## config.mk

```make
export PLATFORM = sky130hd
export DESIGN_NAME = dvm_volume_mute
export DESIGN_NICKNAME = d
export VERILOG_FILES = /design/src/inc/dvm_pkg.sv /design/src/rtl/dvm_volume_mute.sv
export SDC_FILE = /design/constraint.sdc
export NUM_CORES = 2
export LEC_CHECK = 0
export ABC_AREA = 1
export BUFFER_PORTS_ARGS = -buffer_cell sky130_fd_sc_hd__buf_2
export CORE_MARGIN = 8
export CORE_UTILIZATION = 24
export CTS_CLUSTER_DIAMETER = 80
export CTS_CLUSTER_SIZE = 28
export DETAILED_ROUTE_END_ITERATION = 8
export SYNTH_ARGS = -nofsm -noshare
export SYNTH_HDL_FRONTEND = slang
export SYNTH_SLANG_ARGS = --single-unit
```

## constraint.sdc

```tcl
create_clock -name aclk -period 11.6 [get_ports aclk]
set_clock_uncertainty 0.2 [all_clocks]
set_input_delay 1.74 -clock aclk [delete_from_list [all_inputs] [get_ports aclk]]
set_output_delay 1.74 -clock aclk [all_outputs]
set_load 0.005 [all_outputs]
```

## src/inc/dvm_pkg.sv

```systemverilog
// package for the dac volume and mute stage: register map, fields, constants, carriers
`default_nettype none
package dvm_pkg;

    // sample carrier width
    localparam int SAMPLE_W = 16;
    // axi4-lite address width, byte address = register index * 4
    localparam int ADDR_W   = 10;

    // register indices
    localparam logic [7:0] IDX_SETUP_ONE = 8'h3f;
    localparam logic [7:0] IDX_SETUP_TWO = 8'h40;
    localparam logic [7:0] IDX_LEFT_VOL  = 8'h41;
    localparam logic [7:0] IDX_RIGHT_VOL = 8'h42;
    localparam logic [7:0] IDX_STATUS    = 8'h50;

    // reset values
    localparam logic [7:0] SETUP_ONE_RST = 8'h14;
    localparam logic [7:0] SETUP_TWO_RST = 8'h0c;
    localparam logic [7:0] VOL_RST       = 8'h00;

    // channel setup one fields
    localparam int SU1_RPWR_BIT  = 6;
    localparam int SU1_STEP_LSB  = 0;
    // channel setup two fields
    localparam int SU2_RINV_BIT  = 7;
    localparam int SU2_AMUTE_LSB = 4;
    localparam int SU2_LMUTE_BIT = 3;
    localparam int SU2_RMUTE_BIT = 2;
    localparam int SU2_GANG_LSB  = 0;
    // status fields
    localparam int STAT_AMUTE_BIT = 0;
    localparam int STAT_BUSY_BIT  = 1;
    localparam int STAT_CURL_LSB  = 8;
    localparam int STAT_CURR_LSB  = 16;

    // volume ganging codes
    localparam logic [1:0] GANG_INDEP = 2'h0;
    localparam logic [1:0] GANG_RIGHT = 2'h1;
    localparam logic [1:0] GANG_LEFT  = 2'h2;
    // soft-step codes
    localparam logic [1:0] STEP_ONE   = 2'h0;
    localparam logic [1:0] STEP_TWO   = 2'h1;
    localparam logic [1:0] STEP_OFF   = 2'h2;

    // auto-mute run length at code 001, doubled per code
    localparam int         RUN_W      = 13;
    localparam logic [RUN_W-1:0] AMUTE_BASE = 13'h0064;

    // gain: code + bias, split into octaves of 12 half-db steps
    localparam logic [7:0] VOL_BIAS   = 8'h90;
    localparam logic [7:0] VOL_OCTAVE = 8'h0c;
    localparam int         GAIN_SHIFT = 26;
    // 10^(r/40) in q14 for r = 0..11
    localparam logic [15:0] MANT [12] = '{
        16'h4000, 16'h43cb, 16'h47cf, 16'h4c10, 16'h5092, 16'h5558,
        16'h5a67, 16'h5fc2, 16'h656f, 16'h6b72, 16'h71cf, 16'h788e
    };

    // axi responses
    localparam logic [1:0] RESP_OKAY   = 2'h0;
    localparam logic [1:0] RESP_SLVERR = 2'h2;

    typedef struct packed {
        logic signed [SAMPLE_W-1:0] left;
        logic signed [SAMPLE_W-1:0] right;
    } dvm_stereo_t;

endpackage
`default_nettype wire

```

## src/rtl/dvm_volume_mute.sv

```systemverilog
// dac digital volume, soft-step, mute, auto-mute and right modulator select
//
// Function
// - powered-down right outputs zero or inverted left
// - auto-mute code sets DC run threshold
// - left mute bit mutes left, resets set
// - right mute bit mutes right, resets set
// - gang 00 keeps channel volumes independent
// - gang 01 uses right volume for both
// - gang 10 uses left volume for both
// - left volume sets left gain, resets 0dB
// - right volume sets right gain, resets 0dB
// - volume codes are half-dB two's complement
// - top code 48 gives +24dB
// - lowest code gives -63.5dB
// - soft-step per word, per two, or jump
// - right power bit gates right substitution
//
// The AXI4-Lite register port is this design's own decision.
`default_nettype none
module dvm_volume_mute
    import dvm_pkg::*;
(
    // clock and reset
    input  wire logic                 aclk,
    input  wire logic                 aresetn,
    // axi4-lite write address
    input  wire logic                 s_axi_awvalid,
    output logic                      s_axi_awready,
    input  wire logic [ADDR_W-1:0]    s_axi_awaddr,
    input  wire logic [2:0]           s_axi_awprot,
    // axi4-lite write data
    input  wire logic                 s_axi_wvalid,
    output logic                      s_axi_wready,
    input  wire logic [31:0]          s_axi_wdata,
    input  wire logic [3:0]           s_axi_wstrb,
    // axi4-lite write response
    output logic                      s_axi_bvalid,
    input  wire logic                 s_axi_bready,
    output logic [1:0]                s_axi_bresp,
    // axi4-lite read address
    input  wire logic                 s_axi_arvalid,
    output logic                      s_axi_arready,
    input  wire logic [ADDR_W-1:0]    s_axi_araddr,
    input  wire logic [2:0]           s_axi_arprot,
    // axi4-lite read data
    output logic                      s_axi_rvalid,
    input  wire logic                 s_axi_rready,
    output logic [31:0]               s_axi_rdata,
    output logic [1:0]                s_axi_rresp,
    // input samples, one strobe per dac word clock
    input  wire logic                 in_valid,
    input  wire dvm_stereo_t          in_data,
    // modulator samples
    output logic                      out_valid,
    output dvm_stereo_t               out_data
);

    // gain by octave shift and fractional mantissa; saturates to sample range
    function automatic logic signed [SAMPLE_W-1:0] apply_gain(
        input logic signed [SAMPLE_W-1:0] s,
        input logic [7:0]                 code
    );
        logic [7:0]          e;
        logic [4:0]          q;
        logic [3:0]          r;
        logic signed [47:0]  p;
        logic signed [47:0]  hi;
        logic signed [47:0]  lo;
        e  = 8'(code + VOL_BIAS);
        q  = 5'(e / VOL_OCTAVE);
        r  = 4'(e % VOL_OCTAVE);
        p  = 48'(s) * 48'($signed({1'b0, MANT[r]}));
        p  = p <<< q;
        p  = p >>> GAIN_SHIFT;
        hi = 48'(signed'({1'b0, {(SAMPLE_W-1){1'b1}}}));
        lo = -hi - 48'sd1;
        if (p > hi) begin
            return hi[SAMPLE_W-1:0];
        end else if (p < lo) begin
            return lo[SAMPLE_W-1:0];
        end
        return p[SAMPLE_W-1:0];
    endfunction

    // registers
    logic [7:0]          setup_one_q;
    logic [7:0]          setup_two_q;
    logic [7:0]          left_vol_q;
    logic [7:0]          right_vol_q;
    // bus state
    logic                aw_hold_q;
    logic                w_hold_q;
    logic [7:0]          aw_idx_q;
    logic [31:0]         wdata_q;
    logic                wstrb0_q;
    logic                bvalid_q;
    logic [1:0]          bresp_q;
    logic                rvalid_q;
    logic [31:0]         rdata_q;
    logic [1:0]          rresp_q;
    // datapath state
    logic [7:0]          cur_vol_q [2];
    logic                phase_q;
    dvm_stereo_t         prev_q;
    logic [RUN_W-1:0]    run_q;
    logic                out_valid_q;
    dvm_stereo_t         out_data_q;

    // field decode
    wire logic [1:0]     step_mode  = setup_one_q[SU1_STEP_LSB +: 2];
    wire logic           right_pwr  = setup_one_q[SU1_RPWR_BIT];
    wire logic           right_inv  = setup_two_q[SU2_RINV_BIT];
    wire logic [2:0]     amute_code = setup_two_q[SU2_AMUTE_LSB +: 3];
    wire logic           left_mute  = setup_two_q[SU2_LMUTE_BIT];
    wire logic           right_mute = setup_two_q[SU2_RMUTE_BIT];
    wire logic [1:0]     gang       = setup_two_q[SU2_GANG_LSB +: 2];

    // target volume per channel after ganging; code 11 falls back to independent
    wire logic [7:0]     tgt_left   = (gang == GANG_RIGHT) ? right_vol_q : left_vol_q;
    wire logic [7:0]     tgt_right  = (gang == GANG_LEFT)  ? left_vol_q  : right_vol_q;
    wire logic [7:0]     tgt_vol [2];
    assign tgt_vol[0] = tgt_left;
    assign tgt_vol[1] = tgt_right;

    // one soft-step tick per word, or per second word
    wire logic           step_tick  = in_valid &&
                                      ((step_mode == STEP_ONE) ||
                                       (step_mode == STEP_TWO && phase_q));
    wire logic           step_jump  = (step_mode == STEP_OFF);

    // dc detection; the run counter saturates so long silence stays muted
    wire logic           same_samp  = (in_data == prev_q);
    wire logic [RUN_W-1:0] run_thr  = RUN_W'(AMUTE_BASE << (amute_code - 3'h1));
    wire logic           auto_mute  = (amute_code != 3'h0) && (run_q > run_thr);
    // a word that breaks the dc run passes at once, so no real audio is eaten
    wire logic           dc_cut     = auto_mute && same_samp;
    wire logic [RUN_W-1:0] run_next = !same_samp ? '0 :
                                      (&run_q) ? run_q : RUN_W'(run_q + 1'b1);

    // mutes zero the left and a powered right; a powered-down right takes the inverted left when right_inv is set, else zero
    wire logic signed [SAMPLE_W-1:0] gain_left  = apply_gain(in_data.left, cur_vol_q[0]);
    wire logic signed [SAMPLE_W-1:0] gain_right = apply_gain(in_data.right, cur_vol_q[1]);
    wire logic signed [SAMPLE_W-1:0] mod_left   =
        (left_mute || dc_cut) ? '0 : gain_left;
    wire logic signed [SAMPLE_W-1:0] mod_right_on =
        (right_mute || dc_cut) ? '0 : gain_right;
    wire logic signed [SAMPLE_W-1:0] mod_right  =
        right_pwr ? mod_right_on : (right_inv ? ~mod_left : '0);

    // axi decode; write needs both halves held and the response slot free
    wire logic           wr_fire    = aw_hold_q && w_hold_q && !bvalid_q;
    wire logic           wr_map     = (aw_idx_q == IDX_SETUP_ONE) || (aw_idx_q == IDX_SETUP_TWO) ||
                                      (aw_idx_q == IDX_LEFT_VOL)  || (aw_idx_q == IDX_RIGHT_VOL);
    wire logic           wr_en      = wr_fire && wr_map && wstrb0_q;
    wire logic [7:0]     ar_idx     = s_axi_araddr[9:2];
    wire logic           rd_fire    = s_axi_arvalid && !rvalid_q;
    wire logic           busy       = (cur_vol_q[0] != tgt_left) || (cur_vol_q[1] != tgt_right);
    wire logic [31:0]    status_w   = {8'h00, cur_vol_q[1], cur_vol_q[0], 6'h00, busy, auto_mute};
    wire logic           rd_map     = (ar_idx == IDX_SETUP_ONE) || (ar_idx == IDX_SETUP_TWO) ||
                                      (ar_idx == IDX_LEFT_VOL)  || (ar_idx == IDX_RIGHT_VOL) ||
                                      (ar_idx == IDX_STATUS);
    wire logic [31:0]    rd_mux     =
        (ar_idx == IDX_SETUP_ONE) ? {24'h000000, setup_one_q} :
        (ar_idx == IDX_SETUP_TWO) ? {24'h000000, setup_two_q} :
        (ar_idx == IDX_LEFT_VOL)  ? {24'h000000, left_vol_q}  :
        (ar_idx == IDX_RIGHT_VOL) ? {24'h000000, right_vol_q} :
        (ar_idx == IDX_STATUS)    ? status_w : 32'h00000000;

    // bus outputs
    assign s_axi_awready = !aw_hold_q;
    assign s_axi_wready  = !w_hold_q;
    assign s_axi_bvalid  = bvalid_q;
    assign s_axi_bresp   = bresp_q;
    assign s_axi_arready = !rvalid_q;
    assign s_axi_rvalid  = rvalid_q;
    assign s_axi_rdata   = rdata_q;
    assign s_axi_rresp   = rresp_q;
    assign out_valid     = out_valid_q;
    assign out_data      = out_data_q;

    // write address and data capture, in either order
    always_ff @(posedge aclk) begin
        if (!aresetn) begin
            aw_hold_q <= 1'b0;
            w_hold_q  <= 1'b0;
            aw_idx_q  <= 8'h00;
            wdata_q   <= 32'h00000000;
            wstrb0_q  <= 1'b0;
        end else begin
            if (s_axi_awvalid && !aw_hold_q) begin
                aw_hold_q <= 1'b1;
                aw_idx_q  <= s_axi_awaddr[9:2];
            end else if (wr_fire) begin
                aw_hold_q <= 1'b0;
            end
            if (s_axi_wvalid && !w_hold_q) begin
                w_hold_q <= 1'b1;
                wdata_q  <= s_axi_wdata;
                wstrb0_q <= s_axi_wstrb[0];
            end else if (wr_fire) begin
                w_hold_q <= 1'b0;
            end
        end
    end

    // write response; unmapped index answers slverr
    always_ff @(posedge aclk) begin
        if (!aresetn) begin
            bvalid_q <= 1'b0;
            bresp_q  <= RESP_OKAY;
        end else if (wr_fire) begin
            bvalid_q <= 1'b1;
            bresp_q  <= wr_map ? RESP_OKAY : RESP_SLVERR;
        end else if (s_axi_bready) begin
            bvalid_q <= 1'b0;
        end
    end

    // register file; only byte lane 0 carries data
    always_ff @(posedge aclk) begin
        if (!aresetn) begin
            setup_one_q <= SETUP_ONE_RST;
            setup_two_q <= SETUP_TWO_RST;
            left_vol_q  <= VOL_RST;
            right_vol_q <= VOL_RST;
        end else if (wr_en) begin
            if (aw_idx_q == IDX_SETUP_ONE) setup_one_q <= wdata_q[7:0];
            if (aw_idx_q == IDX_SETUP_TWO) setup_two_q <= wdata_q[7:0];
            if (aw_idx_q == IDX_LEFT_VOL)  left_vol_q  <= wdata_q[7:0];
            if (aw_idx_q == IDX_RIGHT_VOL) right_vol_q <= wdata_q[7:0];
        end
    end

    // read channel; one cycle from address to data
    always_ff @(posedge aclk) begin
        if (!aresetn) begin
            rvalid_q <= 1'b0;
            rdata_q  <= 32'h00000000;
            rresp_q  <= RESP_OKAY;
        end else if (rd_fire) begin
            rvalid_q <= 1'b1;
            rdata_q  <= rd_mux;
            rresp_q  <= rd_map ? RESP_OKAY : RESP_SLVERR;
        end else if (s_axi_rready) begin
            rvalid_q <= 1'b0;
        end
    end

    // word phase for the every-other-word step rate
    always_ff @(posedge aclk) begin
        if (!aresetn) begin
            phase_q <= 1'b0;
        end else if (in_valid) begin
            phase_q <= !phase_q;
        end
    end

    // applied volume walks toward target one half-db code per step tick, or jumps straight to it in step-off mode
    for (genvar ch = 0; ch < 2; ch++) begin : g_step
        always_ff @(posedge aclk) begin
            if (!aresetn) begin
                cur_vol_q[ch] <= VOL_RST;
            end else if (step_jump) begin
                cur_vol_q[ch] <= tgt_vol[ch];
            end else if (step_tick) begin
                if ($signed(cur_vol_q[ch]) < $signed(tgt_vol[ch])) begin
                    cur_vol_q[ch] <= 8'(cur_vol_q[ch] + 8'h01);
                end else if ($signed(cur_vol_q[ch]) > $signed(tgt_vol[ch])) begin
                    cur_vol_q[ch] <= 8'(cur_vol_q[ch] - 8'h01);
                end
            end
        end
    end

    // dc run tracking over both channels together
    always_ff @(posedge aclk) begin
        if (!aresetn) begin
            prev_q <= '0;
            run_q  <= '0;
        end else if (in_valid) begin
            prev_q <= in_data;
            run_q  <= run_next;
        end
    end

    // output stage, one cycle behind the input strobe
    always_ff @(posedge aclk) begin
        if (!aresetn) begin
            out_valid_q <= 1'b0;
            out_data_q  <= '0;
        end else begin
            out_valid_q <= in_valid;
            if (in_valid) begin
                out_data_q.left  <= mod_left;
                out_data_q.right <= mod_right;
            end
        end
    end

endmodule // dvm_volume_mute
`default_nettype wire

```

==> impl.org <==
** Global route
- The via count of the first global-routing pass is ~28,000.
- Overall fraction of global-route tracks in use :: between 10 and 15%
- Summed over all layers, the global routing overflow is 0.
- The first global-routing pass estimated 156,000 um of wire.
- Antenna violations before repair :: 5
- Largest net degree at the start of global routing :: around 100

** STA
- Least setup slack across all paths after layout :: 0.745 ns
- Transition time at the pin with the least slew margin :: between 1 and 1.5 ns
- Final count of hold timing violations :: 0
- The total count of max-transition violations in the final report came to 0.
- Highest clock frequency the design can meet :: 0.0921 GHz
- Headroom to the max-slew limit came out at 30.1%.
- Subtracting the final worst setup slack from the clock period gives 10.85 ns.
- Number of failing setup endpoints in the final timing report :: 0
- Dividing the final minimum period by the clock period gives between 90% and 100%.

** Detailed routing
- Total number of vias :: ~28,000
- Number of search-and-repair iterations in the first detailed-routing pass :: 6
- Dividing the detail-routed wire length by the instance count gives roughly 16 um.
- In the routed layout, each cell is associated on average with a via count of ~4.7.
- After the first detailed-routing iteration, the DRC count stood at 2,019.
- After detailed routing, the number of remaining DRC violations is 0.
- Wires add up to roughly 100,000 um.
- The detail route stage leaves a number of antenna-violating nets equal to 0.

** CTS
- Clock latency on the worst-skew pair :: about 0.5 ns
- Clock tree from TritonCTS :: yes
- Sink count of the clock tree :: 174
- Number of buffers inserted during clock tree synthesis :: 17
- Root cell of the clock tree :: sky130_fd_sc_hd__clkbuf_16
- Counting along the longest clock path gives a buffer depth of 2.
- Number of H-tree levels :: 4
- Clk pin slew, worst setup/hold paths :: ~0.090 ns
- After clock tree synthesis, the flow added hold-fix buffers numbering 0.

** Floorplanning
- From left edge to right edge, the die measures about 370 um.
- Core Box Area :: between 0.1 and 0.15 mm2
- Effective utilization at floorplan :: approximately 24%
- Full die area :: 0.138 mm2
- Boundary Pins :: 176
- Number of rows created at floorplan :: 130
- The die is approximately 370 um tall.

** Final layout
- Final net count :: ~5,200
- For this run, the number of standard cells in the final layout without fillers is about 6,100.
- Fillers :: 13,900
- Share of post-route cells with drive strength above 1 :: ~6%
- Register area :: between 0.003 and 0.004 mm2
- Post-synthesis to final-layout area growth :: 9.87%
- Multi-input logic area :: 0.0230 mm2

** Min path
- The worst hold path was traced through 2 stages.
- Hold Path Class :: reg -> reg

** Setup path
- Worst R2R Setup Slack :: 0.75 ns
- Crit end category :: flop
- Measured in cells, the most critical reg-to-reg path has a length of 50.
- Launch point of the critical path :: cur_vol_q[0][4]$_DFFE_PP_
- Critical path data required time :: 11.83 ns
- The setup path with the least slack is of type reg -> reg.
- Crit path to :: out_data[8]$_SDFFE_PN0P_
- Of all nets on the critical path, the largest fanout is 15.
- By instance count, the cell type seen most on the critical path is sky130_fd_sc_hd__nand2_1.
- Largest stage delay on the critical path :: 0.58 ns
- The worst setup path is launched from a flop.
- CP Data Arrival Time :: 11.09 ns
- The worst register-to-register path ends at out_data[8]$_SDFFE_PN0P_.
- Worst-path cell with the longest stage delay :: sky130_fd_sc_hd__fa_1
- The startpoint identified for the worst register-to-register timing path is cur_vol_q[0][4]$_DFFE_PP_.

** Place
- Number of I/O port buffers :: ~130
- Post-detail-place hpwl :: between 80,000 and 90,000 um
- Total instance count after detailed placement :: around 6,000
- Global placement routability congestion :: 0.923
- Timing analysis after detailed placement gives a worst setup slack of roughly 0.42 ns.

** Synthesis
- EDFF count, synth :: 16
- Count of different cell masters after synthesis :: 58
- Gate count of the mapped netlist :: between 4,000 and 5,000
- Yosys synthesis warning count :: 0
- Synthesized cell area :: approximately 0.030 mm2
- #FFs+latches synth :: 174
- After synthesis, the mean cell area works out to 6.91 um2.
- The most used flip-flop cell after synthesis is sky130_fd_sc_hd__dfxtp_1.
- Sequential cells were found to cover 12.0% of the synthesized design area.
- Fraction of registers with async set/reset :: 0%

** Job
- Across the run, the number of max-cap violations was 0.

** Run status
- Outcome :: finished clean
-- sequential cells by signal, summed over array words and instances (netlist names), 8 cells and up --
register and count:
out_data 32, prev_q 32, s_axi_rdata 24, cur_vol_q 16, run_q 13, aw_idx_q 8
left_vol_q 8, right_vol_q 8, setup_one_q 8, setup_two_q 8, wdata_q 8
-- cells in the mapped netlist, drive strengths merged (57+ instances only) --
library cell / number / area, um2
inv: 800 / 3000
xor2: 57 / 499
dfxtp: 158 / 3160
nand3: 389 / 1990
buf: 60 / 377
clkbuf: 107 / 402
a21oi: 245 / 1260
nor2: 416 / 1560
ha: 294 / 3680
o21ai: 233 / 1170
fa: 362 / 7250
nand2: 1008 / 3810
-- routing by layer --
layer	GRT usage [%]	share of wire (%)	vias to the layer above
met5	0	0.013	-
met4	3.24	2.1	2
met3	2.66	6.7	122
met2	23.2	46	808
met1	19.2	45	13676
li1	-	-	13873
-- critical path: cells and delay by family (launching register included) --
kind            cells  cell delay, ns
compound gates      4            1.09
simple gates       31            3.80
flops               1            0.52
fa+ha+maj           8            3.86
buf+inv             7            1.36
-- cell type report --
class | instances | share of cell area (%)
timing repair buffer | 177 | 3.07
clock inverter | 15 | 0.569
antenna | 3 | 0.0225
clock buffer | 17 | 1.27
sequential | 174 | 10.9
tap | 1650 | 6.17
inverter | 819 | 9.26
multi-input combinational | 3251 | 68.7
-- repair_timing --
action	CTS	global route
setup endpoints to repair	0	31
gates resized for setup	0	11
buffers inserted	0	11
-- layout by cell type (no fill, tap or decap), types with 36 or more instances in the layout --
cell type                 count
sky130_fd_sc_hd__xor2_1      57
sky130_fd_sc_hd__o21ai_0    222
sky130_fd_sc_hd__nand3_1    380
sky130_fd_sc_hd__inv_1      791
sky130_fd_sc_hd__xnor2_1     36
sky130_fd_sc_hd__dfxtp_1    158
sky130_fd_sc_hd__buf_4       50
sky130_fd_sc_hd__buf_2      126
sky130_fd_sc_hd__fa_1       362
sky130_fd_sc_hd__ha_1       294
sky130_fd_sc_hd__a21oi_1    241
sky130_fd_sc_hd__nand2_1    996
sky130_fd_sc_hd__nor2_1     414
-- stage by stage --
stage | TNS [ns] | hold WS [ns] | util [%] | instance area (um2)
after global placement | 0 | 0.250 | 26.0 | 32700
after detailed placement | 0 | 0.254 | 26.0 | 32700
after floorplan | 0 | 0.242 | - | 30500
after CTS | 0 | 0.266 | 26.5 | 33300
after global routing | -0.0165 | 0.281 | 26.6 | 33400
final | 0 | 0.264 | 26.6 | 33400
-- cell families after synthesis --
group                      synth area share [%]
buffers and inverters                      12.7
adders and majority gates                  35.9
xor gates and xnor gates                   2.68
other                                    0.0123
DFF                                        12.0
and+or+nand+nor                            26.3
muxes                                     0.164
AOI/OAI and AO/OA                          10.3
-- worst min path at each step --
stage	to	slack, ns	start
2_1_floorplan	setup_one_q[2]$_SDFFE_PN1P_	0.24	setup_one_q[2]$_SDFFE_PN1P_
3_3_place_gp	s_axi_rdata[13]$_SDFFE_PN0P_	0.25	s_axi_rdata[13]$_SDFFE_PN0P_
3_5_place_dp	s_axi_rdata[3]$_SDFFE_PN0P_	0.25	s_axi_rdata[3]$_SDFFE_PN0P_
4_1_cts	s_axi_rdata[3]$_SDFFE_PN0P_	0.27	s_axi_rdata[3]$_SDFFE_PN0P_
5_1_grt	s_axi_rdata[3]$_SDFFE_PN0P_	0.28	s_axi_rdata[3]$_SDFFE_PN0P_
6_report	s_axi_rdata[17]$_SDFFE_PN0P_	0.26	s_axi_rdata[17]$_SDFFE_PN0P_
Power is left out: the tool's default activity adds up to more than one toggle a clock period on the data nets, which glitch-free logic cannot reach.
